`config.mk`:
```
export PLATFORM = sky130hd
export DESIGN_NAME = pcg_clock_mode
export DESIGN_NICKNAME = d
export VERILOG_FILES = /design/src/inc/pcg_pkg.sv /design/src/verilog/pcg_clock_mode.sv
export VERILOG_INCLUDE_DIRS = /design/src /design/src/inc
export SDC_FILE = /design/constraint.sdc
export NUM_CORES = 1
export LEC_CHECK = 0
export ABC_CLOCK_PERIOD_IN_PS = 2700
export BUFFER_PORTS_ARGS = -buffer_cell sky130_fd_sc_hd__buf_2
export CORE_MARGIN = 4
export CORE_UTILIZATION = 47
export DETAILED_ROUTE_END_ITERATION = 10
export GPL_TIMING_DRIVEN = 0
export PLACE_DENSITY = 0.73
export SYNTH_ARGS = -nofsm -noshare
export SYNTH_HDL_FRONTEND = slang
export SYNTH_SLANG_ARGS = --single-unit
```
`constraint.sdc`:
```
create_clock -name clk_i -period 2.7 [get_ports clk_i]
set_clock_uncertainty 0.2 [all_clocks]
set_input_delay 0.27 -clock clk_i [delete_from_list [all_inputs] [get_ports clk_i]]
set_output_delay 0.27 -clock clk_i [all_outputs]
set_load 0.05 [all_outputs]
```
`src/inc/pcg_regs.svh`:
```
// Purpose: Offsets, field positions, strap presets and timing counts of the clock mode block
// Assumes: Included by its bare name from the package and the design
// Notes:   Definitions only
`ifndef PCG_REGS_SVH
`define PCG_REGS_SVH

// ----------------------------------------------------------------------
// Register map
// ----------------------------------------------------------------------
`define PCG_MODE_ADDR 16'h0058

// ----------------------------------------------------------------------
// Field positions of clock_generation_mode
// ----------------------------------------------------------------------
`define PCG_MUL_HI 15
`define PCG_MUL_LO 12
`define PCG_DIV_BIT 11
`define PCG_CNT_HI 10
`define PCG_CNT_LO 3
`define PCG_ON_BIT 2
`define PCG_NDIV_BIT 1
`define PCG_STAT_BIT 0
`define PCG_MUL_DIV4 4'hF

// ----------------------------------------------------------------------
// Reset values chosen by the straps {a,b,c}
// ----------------------------------------------------------------------
`define PCG_RST_000 16'h0000
`define PCG_RST_001 16'h9007
`define PCG_RST_010 16'h4007
`define PCG_RST_100 16'h1007
`define PCG_RST_110 16'hF007
`define PCG_RST_111 16'h0000
`define PCG_RST_101 16'hF000
`define PCG_RST_011 16'h0000

// ----------------------------------------------------------------------
// Lock timer: each count unit lasts 2**shift clocks
// ----------------------------------------------------------------------
`define PCG_LOCK_SHIFT 4
`define PCG_CNT_W 12

`endif

```
`src/inc/pcg_pkg.sv`:
```
// Purpose: Types of the clock mode block
// Assumes: pcg_regs.svh holds all numbers
// Notes:   Used as pcg_pkg::name, never imported
`include "pcg_regs.svh"

package pcg_pkg;

   // PLL clocking state
   typedef enum logic [1:0] {
      PCG_OFF  = 2'b00,
      PCG_ACQ  = 2'b01,
      PCG_LOCK = 2'b10
   } pcg_state_e;

   // Whole state of the block
   typedef struct packed {
      logic [15:1] mode;
      pcg_state_e st;
      logic [`PCG_CNT_W-1:0] cnt;
      logic [15:0] rdata;
      logic rvalid;
      logic osc_en;
   } pcg_state_s;

endpackage

```
`src/verilog/pcg_clock_mode.sv`:
```
// Purpose: Clock mode register, lock timer and clock source selection for the master clock
// Assumes: All inputs synchronous to clk_i; memory-mapped word access at one address
// Notes:   Drives control of the divider and PLL; the analog loop itself lies outside
`timescale 1ns/1ps
`include "pcg_regs.svh"

// What this block does
// - Divider mode divides the reference clock by 2 or by 4.
// - PLL mode multiplies the reference by one of 31 ratios.
// - PLL start with a nonzero lock count passes an acquisition phase, then stays locked and tracking.
// - Lock timer holds off switching to PLL clocking until expected lock.
// - In divider mode software may power the PLL off completely.
// - Configuration lives in a 16-bit register at address 0058h.
// - Reset value of the register depends only on the three straps.
// - Straps 000 give 0000h, PLL and oscillator off.
// - Straps 001 give 9007h, PLL times ten, oscillator on.
// - Straps 010 give 4007h, PLL times five, oscillator on.
// - Straps 100 give 1007h, PLL times two, oscillator on.
// - Straps 110 give F007h, PLL times one, oscillator on.
// - Straps 111 give 0000h, divider mode, oscillator on.
// - Straps 101 give F000h, divide by four, oscillator on.
// - Straps choose the mode only while reset is held low.
// - After reset a software write changes the clock mode.
// - Oscillator enable follows the straps always; later strap changes touch nothing else.
module pcg_clock_mode (
   input wire logic clk_i,
   input wire logic rstn_i,
   input wire logic mode_strap_pin_a_i,
   input wire logic mode_strap_pin_b_i,
   input wire logic mode_strap_pin_c_i,
   input wire logic [15:0] addr_i,
   input wire logic wr_i,
   input wire logic [15:0] wdata_i,
   input wire logic rd_i,
   output logic [15:0] rdata_o,
   output logic rvalid_o,
   output logic osc_enable_o,
   output logic pll_power_on_o,
   output logic [3:0] pll_mult_o,
   output logic pll_div_o,
   output logic div_by4_o,
   output logic pll_clock_sel_o,
   output logic pll_acquiring_o
);

   // ----------------------------------------------------------------------
   // State
   // ----------------------------------------------------------------------
   pcg_pkg::pcg_state_s st_reg;
   pcg_pkg::pcg_state_s st_next;
   pcg_pkg::pcg_state_s st_rst;
   logic [2:0] strap;
   logic [15:0] preset;
   logic [15:0] readback;
   logic wr_hit;
   logic [`PCG_CNT_W-1:0] cnt_load;

   assign strap = {mode_strap_pin_a_i, mode_strap_pin_b_i, mode_strap_pin_c_i};

   // Strap decode; 011 is bypass with no defined value, so the safe /2 is used
   always_comb begin
      preset = `PCG_RST_011;
      case (strap)
         3'h0: preset = `PCG_RST_000;
         3'h1: preset = `PCG_RST_001;
         3'h2: preset = `PCG_RST_010;
         3'h4: preset = `PCG_RST_100;
         3'h6: preset = `PCG_RST_110;
         3'h7: preset = `PCG_RST_111;
         3'h5: preset = `PCG_RST_101;
         default: preset = `PCG_RST_011;
      endcase
   end

   // State loaded during reset: presets carry a zero lock count, so PLL
   // presets start locked and the status bit reads back as printed
   always_comb begin
      st_rst = '0;
      st_rst.mode = preset[15:1];
      st_rst.st = preset[`PCG_NDIV_BIT] ? pcg_pkg::PCG_LOCK : pcg_pkg::PCG_OFF;
      st_rst.osc_en = (strap != 3'h0);
   end

   // ----------------------------------------------------------------------
   // Register access and lock timer
   // ----------------------------------------------------------------------
   assign wr_hit = wr_i && (addr_i == `PCG_MODE_ADDR);
   assign cnt_load = `PCG_CNT_W'({4'h0, wdata_i[`PCG_CNT_HI:`PCG_CNT_LO]} << `PCG_LOCK_SHIFT);
   assign readback = {st_reg.mode, st_reg.st == pcg_pkg::PCG_LOCK};

   // Next-state logic for the whole block
   always_comb begin
      st_next = st_reg;
      st_next.rvalid = 1'b0;
      // Straps keep steering the oscillator after reset, nothing else
      st_next.osc_en = (strap != 3'h0);
      if (rd_i) begin
         st_next.rvalid = 1'b1;
         if (addr_i == `PCG_MODE_ADDR) begin
            st_next.rdata = readback;
         end else begin
            st_next.rdata = 16'h0000;
         end
      end
      if (wr_hit) begin
         st_next.mode = wdata_i[15:1];
         if (wdata_i[`PCG_NDIV_BIT]) begin
            // Every PLL write restarts acquisition; a zero count switches at once
            st_next.cnt = cnt_load;
            if (cnt_load == '0) begin
               st_next.st = pcg_pkg::PCG_LOCK;
            end else begin
               st_next.st = pcg_pkg::PCG_ACQ;
            end
         end else begin
            st_next.st = pcg_pkg::PCG_OFF;
            st_next.cnt = '0;
         end
      end else begin
         case (st_reg.st)
            pcg_pkg::PCG_ACQ: begin
               // Hold off PLL clocking until the timer runs out
               st_next.cnt = st_reg.cnt - `PCG_CNT_W'(1);
               if (st_reg.cnt == `PCG_CNT_W'(1)) begin
                  st_next.st = pcg_pkg::PCG_LOCK;
               end
            end
            pcg_pkg::PCG_LOCK: begin
               st_next.st = pcg_pkg::PCG_LOCK;
            end
            default: begin
               st_next.st = pcg_pkg::PCG_OFF;
            end
         endcase
      end
   end

   // Synchronous reset keeps loading the strap preset while reset is low
   always_ff @(posedge clk_i) begin
      if (!rstn_i) begin
         st_reg <= st_rst;
      end else begin
         st_reg <= st_next;
      end
   end

   // ----------------------------------------------------------------------
   // Outputs
   // ----------------------------------------------------------------------
   // All controls decode registered state, so they are glitch free
   assign rdata_o = st_reg.rdata;
   assign rvalid_o = st_reg.rvalid;
   assign osc_enable_o = st_reg.osc_en;
   // PLL runs in PLL mode, or in divider mode only if left switched on
   assign pll_power_on_o = st_reg.mode[`PCG_NDIV_BIT] | st_reg.mode[`PCG_ON_BIT];
   assign pll_mult_o = st_reg.mode[`PCG_MUL_HI:`PCG_MUL_LO];
   assign pll_div_o = st_reg.mode[`PCG_DIV_BIT];
   assign div_by4_o = ~st_reg.mode[`PCG_NDIV_BIT] &
                      (st_reg.mode[`PCG_MUL_HI:`PCG_MUL_LO] == `PCG_MUL_DIV4);
   assign pll_clock_sel_o = (st_reg.st == pcg_pkg::PCG_LOCK);
   assign pll_acquiring_o = (st_reg.st == pcg_pkg::PCG_ACQ);
endmodule // pcg_clock_mode

```
# After elaboration in Yosys (flattened, before gate mapping)
# Index checks and enable logic that the tools add are counted.
[word_totals]
reg_bits = 47
inputBits = 39
out_inout_bits = 27
wordCells = 38
[classes]
n_addsub = 1
eq_ne = 12
n_mux = 12
n_bitwise = 3
reduce_logical = 4
[ops]
columns = ["operator", "count"]
rows = [
  ["case mux 16 bit (5 select lines)", 1],
  ["two-way mux 47 bit", 1],
  ["two-way mux 14 bit", 2],
  ["two-way mux 17 bit", 1],
  ["== test 16 x 7 -> 1 bit (second input constant)", 1],
  ["two-way mux 16 bit", 1],
  ["two-way mux 15 bit", 1],
  ["== test 12 x 1 -> 1 bit (second input constant)", 1],
  ["logical NOT 12 bit", 1],
  ["two-way mux 12 bit", 1],
  ["subtractor 12 x 1 -> 12 bit (second input constant)", 1],
  ["== test 3 bit (second input constant)", 3],
  ["two-way mux 2 bit", 3],
  ["== test 4 bit (second input constant)", 1],
  ["inequality test 4 x 2 -> 1 bit (second input constant)", 1],
  ["case mux 2 bit (2 select lines)", 1],
  ["== test 3 x 1 -> 1 bit (second input constant)", 1],
  ["== test 3 x 2 -> 1 bit (second input constant)", 1],
  ["nonzero test 3 bit", 1],
  ["== test 2 x 1 -> 1 bit (second input constant)", 1],
  ["== test 2 bit (second input constant)", 1],
  ["inequality test 2 x 1 -> 1 bit (second input constant)", 1],
  ["nonzero test 2 bit", 1],
  ["AND 1 bit", 1],
  ["3 further kinds", 3],
]

# Longest topological paths before layout
# Gate-level depths: netlist of run 1.
[logic_depth]
ltp_word = 5
depth_mapped = 7

# Worst setup path after synthesis of run 1
# No wires, ideal clock.
[synth_path]
path_type = "input to register"
startpoint = "input port addr_i[10]"
endpoint = "register st_reg[30] (netlist name) (enable)"
setup_ns = 0.299
arrival_time_ns = 2.159
path_slack_ns = 0.042
cell_stages = 4
path_buffers = 0
cell_sequence = "nor4_1 > nand4_1 > o21ai_1 > or3b_1"
[synth_between]
elab_chain_len = 3
[synth_lines]
columns = ["item", "line_no", "rtl"]
rows = [
  ["from (decl)", "pcg_clock_mode.sv:31", "input wire logic [15:0] addr_i,"],
  ["== test 16 x 7 -> 1 bit (no line)", "-", ""],
  ["logical AND 1 bit", "pcg_clock_mode.sv:87", "assign wr_hit = wr_i && (addr_i == `PCG_MODE_ADDR);"],
  ["inequality test 4 x 2 -> 1 bit (no line)", "-", ""],
  ["to (signal assigned)", "pcg_clock_mode.sv:141", "st_reg <= st_rst;"],
  ["to (signal assigned)", "pcg_clock_mode.sv:143", "st_reg <= st_next;"],
  ["to (decl)", "pcg_clock_mode.sv:49", "pcg_pkg::pcg_state_s st_reg;"],
]
# No other way between the ends.
# A chain may end at the register's enable or synchronous reset.

# Worst setup path after layout of run 1
[layout_path]
startpoint = "register st_reg[31] (netlist name)"
endpoint = "register st_reg[25] (netlist name)"
[layout_between]
elab_chain_len = 2
[layout_lines]
columns = ["item", "line_no", "rtl"]
rows = [
  ["== test 2 x 1 -> 1 bit", "pcg_clock_mode.sv:120", "case (st_reg.st)"],
  ["nonzero test 2 bit (no line)", "-", ""],
]
# No other way between the ends.

==> flow_metrics.env, run 1 <==
export IMPL_rsz0062_at_grt="no"
export IMPL_fin_nets=365
export IMPL_synth_edf_count=17
export IMPL_hold_ws_ps=15.5
export IMPL_num_rows=25
export IMPL_slew_limit_headroom_pct=67.4
export IMPL_cts_num_sinks=47
export IMPL_syn_nets=294
export IMPL_period_minus_slack_ps=2450
export IMPL_worst_pin_slew_ps=490
export IMPL_timing_final_max_slew_violations=0
export IMPL_h_tree_depth=2
export IMPL_status="complete, no violations"
export IMPL_syn_area_per_cell_um2=9.34
export IMPL_core_um2=4790
export IMPL_drive_above_1_share_pct=30.3
export IMPL_cts_buffers=5
export IMPL_first_global_vias=1940
export IMPL_reg2reg_from="st_reg[31]"
export IMPL_synth_top_cells_by_area="dfxtp_1 26%, edfxtp_1 22%, buf_4 6.4%"
export IMPL_finalHoldViolations=0
export IMPL_layoutNonFillerInstCount=390
export IMPL_die_w_um=78.6
export IMPL_synthCells=251
export IMPL_worstPathArrival_ps=2500
export IMPL_ios=66
export IMPL_first_iter_violations=88
export IMPL_p_switching_mw=0.357
export IMPL_hpwl_um=3930
export IMPL_drc=0
export IMPL_synth_cell_types=42
export IMPL_clock_path_buffers=2
export IMPL_grt_antenna_before_repair=0
export IMPL_peakVddDrop_uv=222
export IMPL_synth_commonest_cells="30 x dfxtp_1, 20 x buf_4, 19 x a21oi_1, 19 x nand3_1, 18 x nand2_1"
export IMPL_place_inst=381
export IMPL_synth_seq_cells=47
export IMPL_clock_root_buffer="clkbuf_8"
export IMPL_fillCellCount=444
export IMPL_gp_congestion=0.852
export IMPL_viasPerCell=5.05
export IMPL_path_clk_slew_ps=90
export IMPL_yosysSeqAreaShare_pct=47.4
export IMPL_hp_start="mode_strap_pin_b_i"
export IMPL_ys_async_sr_fraction_pct=0
export IMPL_grt_overflow=0
export IMPL_grt_max_degree=17
export IMPL_grt_pass1_wl_um=8270
export IMPL_p_per_area_nw_per_um2=483
export IMPL_critPathLaunch="st_reg[31]"
export IMPL_intPower_mw=1.03
export IMPL_required_ps=2740
export IMPL_num_vias=1971
export IMPL_route_met2_wl_um=2610
export IMPL_critPathMaxFanout=8
export IMPL_finalSetupViolCount=0
export IMPL_highest_layer="met4"
export IMPL_hold_depth=2
export IMPL_fin_crit_sh_pct=90.9
export IMPL_routed_wl_um=5110
export IMPL_synth_most_common_cell="dfxtp_1"
export IMPL_yosysTopAreaCell="dfxtp_1"
export IMPL_die_h_um=78.6
export IMPL_swShare_pct=25.8
export IMPL_dr_pass1_iters=4
export IMPL_grt_usage_pct=16.9
export IMPL_critPathKind="reg -> reg"
export IMPL_cts_tree="yes"
export IMPL_yosysTopAreaCellShare_pct=25.6
export IMPL_yosys_warnings=0
export IMPL_synthToLayoutAreaGrowth_pct=22.3
export IMPL_n_antenna_cell=0
export IMPL_combinationalPowerShare_pct=11.9
export IMPL_largest_reg_flops=16
export IMPL_cts_resized=0
export IMPL_crit_path_end_kind="register"
export IMPL_clock_power_share_pct=32.5
export IMPL_cp_start_kind="register"
export IMPL_synthFlopType="dfxtp_1"
export IMPL_clock_latency_ps=300
export IMPL_io_buffers=62
export IMPL_ant_nets=0
export IMPL_wl_met3_um=284
export IMPL_power_frac_seq_pct=55.7
export IMPL_start_util_pct=49.0
export IMPL_leakage_nw=1.18
export IMPL_r2r_cells=7
export IMPL_wire_per_inst_um=13.1
export IMPL_clock_fmax_mhz=407
export IMPL_cap_violations=0
export IMPL_syn_area_um2=2340
export IMPL_die_area_um2=6180
export IMPL_wl_met1_um=2120
export IMPL_min_path_type="in -> reg"
[power groups by stage]
stage	logic (mW)	registers [mW]	clock network, mW
2_1_floorplan	0.0933	0.792	0
3_3_place_gp	0.159	0.786	0
3_5_place_dp	0.164	0.787	0
4_1_cts	0.166	0.770	0.461
5_1_grt	0.177	0.772	0.497
6_report	0.164	0.770	0.449
[per-layer routing]
layer,track usage [%],up-vias
met2,31.2,60
met3,4.47,11
met5,0,-
met1,18.4,880
met4,6.29,0
li1,-,1020
[metrics by stage]
stage | util [%] | setup slack (ps) | area (um^2) | power [mW] | TNS, ps
after floorplan | - | 42.0 | 2340 | 0.885 | 0
after global placement | 57.2 | -713 | 2740 | 0.945 | -12800
after detailed placement | 57.6 | 171 | 2760 | 0.951 | 0
after CTS | 59.9 | 249 | 2870 | 1.40 | 0
after global routing | 59.9 | 83.4 | 2870 | 1.45 | 0
final | 59.9 | 245 | 2870 | 1.38 | 0
[worst paths after layout]
check                                     to  slack, ps
worst min register to register   rdata_o[12]        270
worst max register to register    st_reg[25]        250
worst max-delay path              st_reg[25]        250
worst min-delay path            osc_enable_o         20
[layout by cell type, fill, tap and decap left out, drive strengths merged, types with 5 or more instances in the layout]
| cell type | netlist | layout |
|---|---|---|
| o21ai | 9 | 9 |
| nand2 | 18 | 18 |
| inv | 6 | 6 |
| clkbuf | 10 | 16 |
| a21oi | 19 | 19 |
| nor4 | 6 | 6 |
| nor3 | 5 | 5 |
| dfxtp | 30 | 30 |
| edfxtp | 17 | 17 |
| or4 | 6 | 6 |
| and2 | 10 | 10 |
| nand3 | 19 | 19 |
| nand2b | 16 | 16 |
| nor2 | 7 | 7 |
| buf | 23 | 86 |
[repair_timing]
| item | CTS | global route |
|---|---|---|
| hold buffers | 1 | 0 |
| setup buffers | 0 | 0 |
| endpoints found under the hold margin | 1 | 0 |
| setup endpoints to repair | 0 | 0 |
[cell type report]
type / instances / area (um^2) / area share (%)
tap: 67 / 83.8 / 2.92
inverter: 8 / 30.0 / 1.05
sequential: 47 / 1110 / 38.8
clock buffer: 6 / 82.6 / 2.88
timing repair buffer: 64 / 335 / 11.7
clock inverter: 2 / 16.3 / 0.567
multi-input combinational: 163 / 1000 / 35.1
buffer: 33 / 203 / 7.07
[logic make-up after synthesis]
logic type / Yosys count / synth area share, %
AOI/OAI and AO/OA: 45 / 11.4
xor gates and xnor gates: 7 / 2.61
adders and majority gates: 4 / 2.13
buffers and inverters: 41 / 9.93
DFF: 47 / 47.4
and+or+nand+nor: 107 / 26.6
[worst max-delay path: stages, from the launching register on]
cell	delay, ps
edfxtp_1	420
inv_1	80
ha_1	350
or4b_1	460
buf_2	180
or4_1	390
a22oi_1	170
o21a_1	150
No activity file was read; power rests on OpenSTA's default activity.
==> inputs of run 2 (changes only) <==
--- a/config.mk
+++ b/config.mk
@@ -7,7 +7,7 @@
 export NUM_CORES = 1
 export LEC_CHECK = 0
 export ABC_CLOCK_PERIOD_IN_PS = 2700
-export BUFFER_PORTS_ARGS = -buffer_cell sky130_fd_sc_hd__buf_2
+export BUFFER_PORTS_ARGS = -buffer_cell sky130_fd_sc_hd__buf_4
 export CORE_MARGIN = 4
 export CORE_UTILIZATION = 47
 export DETAILED_ROUTE_END_ITERATION = 10
==> flow_metrics.env, run 2 (synthesized netlist as in run 1, its figures left out) <==
export IMPL_die_w_um=78.6
export IMPL_cts_setup_buffers=0
export IMPL_cts_tree="yes"
export IMPL_critPathKind="reg -> reg"
export IMPL_p_switching_mw=0.369
export IMPL_path_clk_slew_ps=100
export IMPL_dr_pass1_iters=4
export IMPL_critPathMaxFanout=8
export IMPL_gp_congestion=0.823
export IMPL_status="complete, no violations"
export IMPL_hp_start="wdata_i[2]"
export IMPL_p_per_area_nw_per_um2=461
export IMPL_h_tree_depth=2
export IMPL_core_um2=4790
export IMPL_leakage_nw=1.22
export IMPL_ant_nets=0
export IMPL_cap_violations=0
export IMPL_cp_start_kind="register"
export IMPL_cts_num_sinks=47
export IMPL_hpwl_um=4020
export IMPL_grt_antenna_before_repair=0
export IMPL_fin_crit_sh_pct=90.9
export IMPL_final_common_cell="buf_4"
export IMPL_io_buffers=62
export IMPL_setup_slack_ps=244
export IMPL_grt_usage_pct=17.2
export IMPL_synthToLayoutAreaGrowth_pct=28.8
export IMPL_cts_buffers=5
export IMPL_clock_root_buffer="clkbuf_8"
export IMPL_drive_above_1_share_pct=30.2
export IMPL_swShare_pct=26.5
export IMPL_num_vias=1963
export IMPL_clock_fmax_mhz=407
export IMPL_num_rows=25
export IMPL_rsz0062_at_grt="no"
export IMPL_final_cell_mix="82 x buf_4, 30 x dfxtp_1, 19 x a21oi_1, 19 x nand3_1, 18 x nand2_1"
export IMPL_start_util_pct=49.0
export IMPL_place_ws_ps=186
export IMPL_reg2reg_from="st_reg[31]"
export IMPL_grt_overflow=0
export IMPL_required_ps=2750
export IMPL_cts_resized=0
export IMPL_grt_pass1_wl_um=8400
export IMPL_drc=0
export IMPL_clock_power_share_pct=31.2
export IMPL_period_minus_slack_ps=2460
export IMPL_intPower_mw=1.02
export IMPL_min_path_type="in -> reg"
export IMPL_critPathLaunch="st_reg[31]"
export IMPL_finalHoldViolations=0
export IMPL_cts_hold_buf=2
export IMPL_power_frac_seq_pct=55.4
export IMPL_die_area_um2=6180
export IMPL_largest_reg_flops=16
export IMPL_wire_per_inst_um=13.5
export IMPL_multiInputGateArea_um2=1000
export IMPL_fin_nets=366
export IMPL_fillCellCount=441
export IMPL_regArea_um2=1110
export IMPL_n_antenna_cell=0
export IMPL_slew_limit_headroom_pct=60.4
export IMPL_first_iter_violations=71
export IMPL_clock_latency_ps=300
export IMPL_finalSetupViolCount=0
export IMPL_crit_path_end_kind="register"
export IMPL_worst_pin_slew_ps=595
export IMPL_combinationalPowerShare_pct=13.5
export IMPL_timing_final_max_slew_violations=0
export IMPL_clock_path_buffers=2
export IMPL_peakVddDrop_uv=292
export IMPL_ios=66
export IMPL_p_total_mw=1.39
export IMPL_grt_max_degree=16
export IMPL_first_global_vias=1871
export IMPL_routed_wl_um=5270
export IMPL_die_h_um=78.6
export IMPL_viasPerCell=5.02
export IMPL_worstPathArrival_ps=2500
-- run 2: cell count changes in the layout (fill, tap and decap cells not counted) --
cell,change
dlygate4sd3_1,+1
buf_2,-62
clkinvlp_4,-1
buf_4,+62
clkinv_2,+2
inv_6,+1
clkinv_4,-1
clkbuf_8,-1
-- run 2: power by group through the flow --
stage / sequential (mW) / clock [mW] / combinational, mW
CTS: 0.770 / 0.432 / 0.189
floorplan: 0.792 / 0 / 0.0933
detailed placement: 0.787 / 0 / 0.186
global placement: 0.787 / 0 / 0.181
finish: 0.770 / 0.434 / 0.187
global route: 0.772 / 0.462 / 0.202
-- run 2: final timing paths --
path / to / slack, ps / cells past startpoint
min reg2reg: rdata_o[15] / 270 / 2
min: readback[2] / 40 / 3
max: st_reg[23] / 240 / 7
max reg2reg: st_reg[23] / 240 / 7
-- run 2: per-stage QoR --
step	TNS [ps]	std cells	cell area (um^2)	util (%)	hold WS, ps
after floorplan	0	251	2340	-	190
after global placement	-13120	380	2890	60.5	256
after detailed placement	0	381	2910	60.9	260
after CTS	0	391	3020	63.1	41.2
after global routing	0	391	3020	63.1	41.7
final	0	391	3020	63.1	43.6
-- run 2: critical path, stage by stage, from the launching register on --
cell      delay (ps)
edfxtp_1         410
inv_1             70
ha_1             350
or4b_1           450
buf_2            170
or4_1            400
a22oi_1          170
o21a_1           150
-- run 2: cell type report --
cell class                      instances  area share (%)
Sequential cell                        47            36.8
Buffer                                 33            6.71
Inverter                                8           0.994
Clock inverter                          3           0.621
Multi-Input combinational cell        163            33.3
Timing Repair Buffer                   65            16.6
Tap cell                               67            2.78
Clock buffer                            5            2.28
-- run 2: per-layer routing --
metal  track usage, %  part of all wire (%)  vias up
met4             5.77                   1.0        0
met3             2.75                   4.1        5
li1                 -                     -     1022
met1             21.0                    44      891
met5                0                     0        -
met2             30.7                    51       45
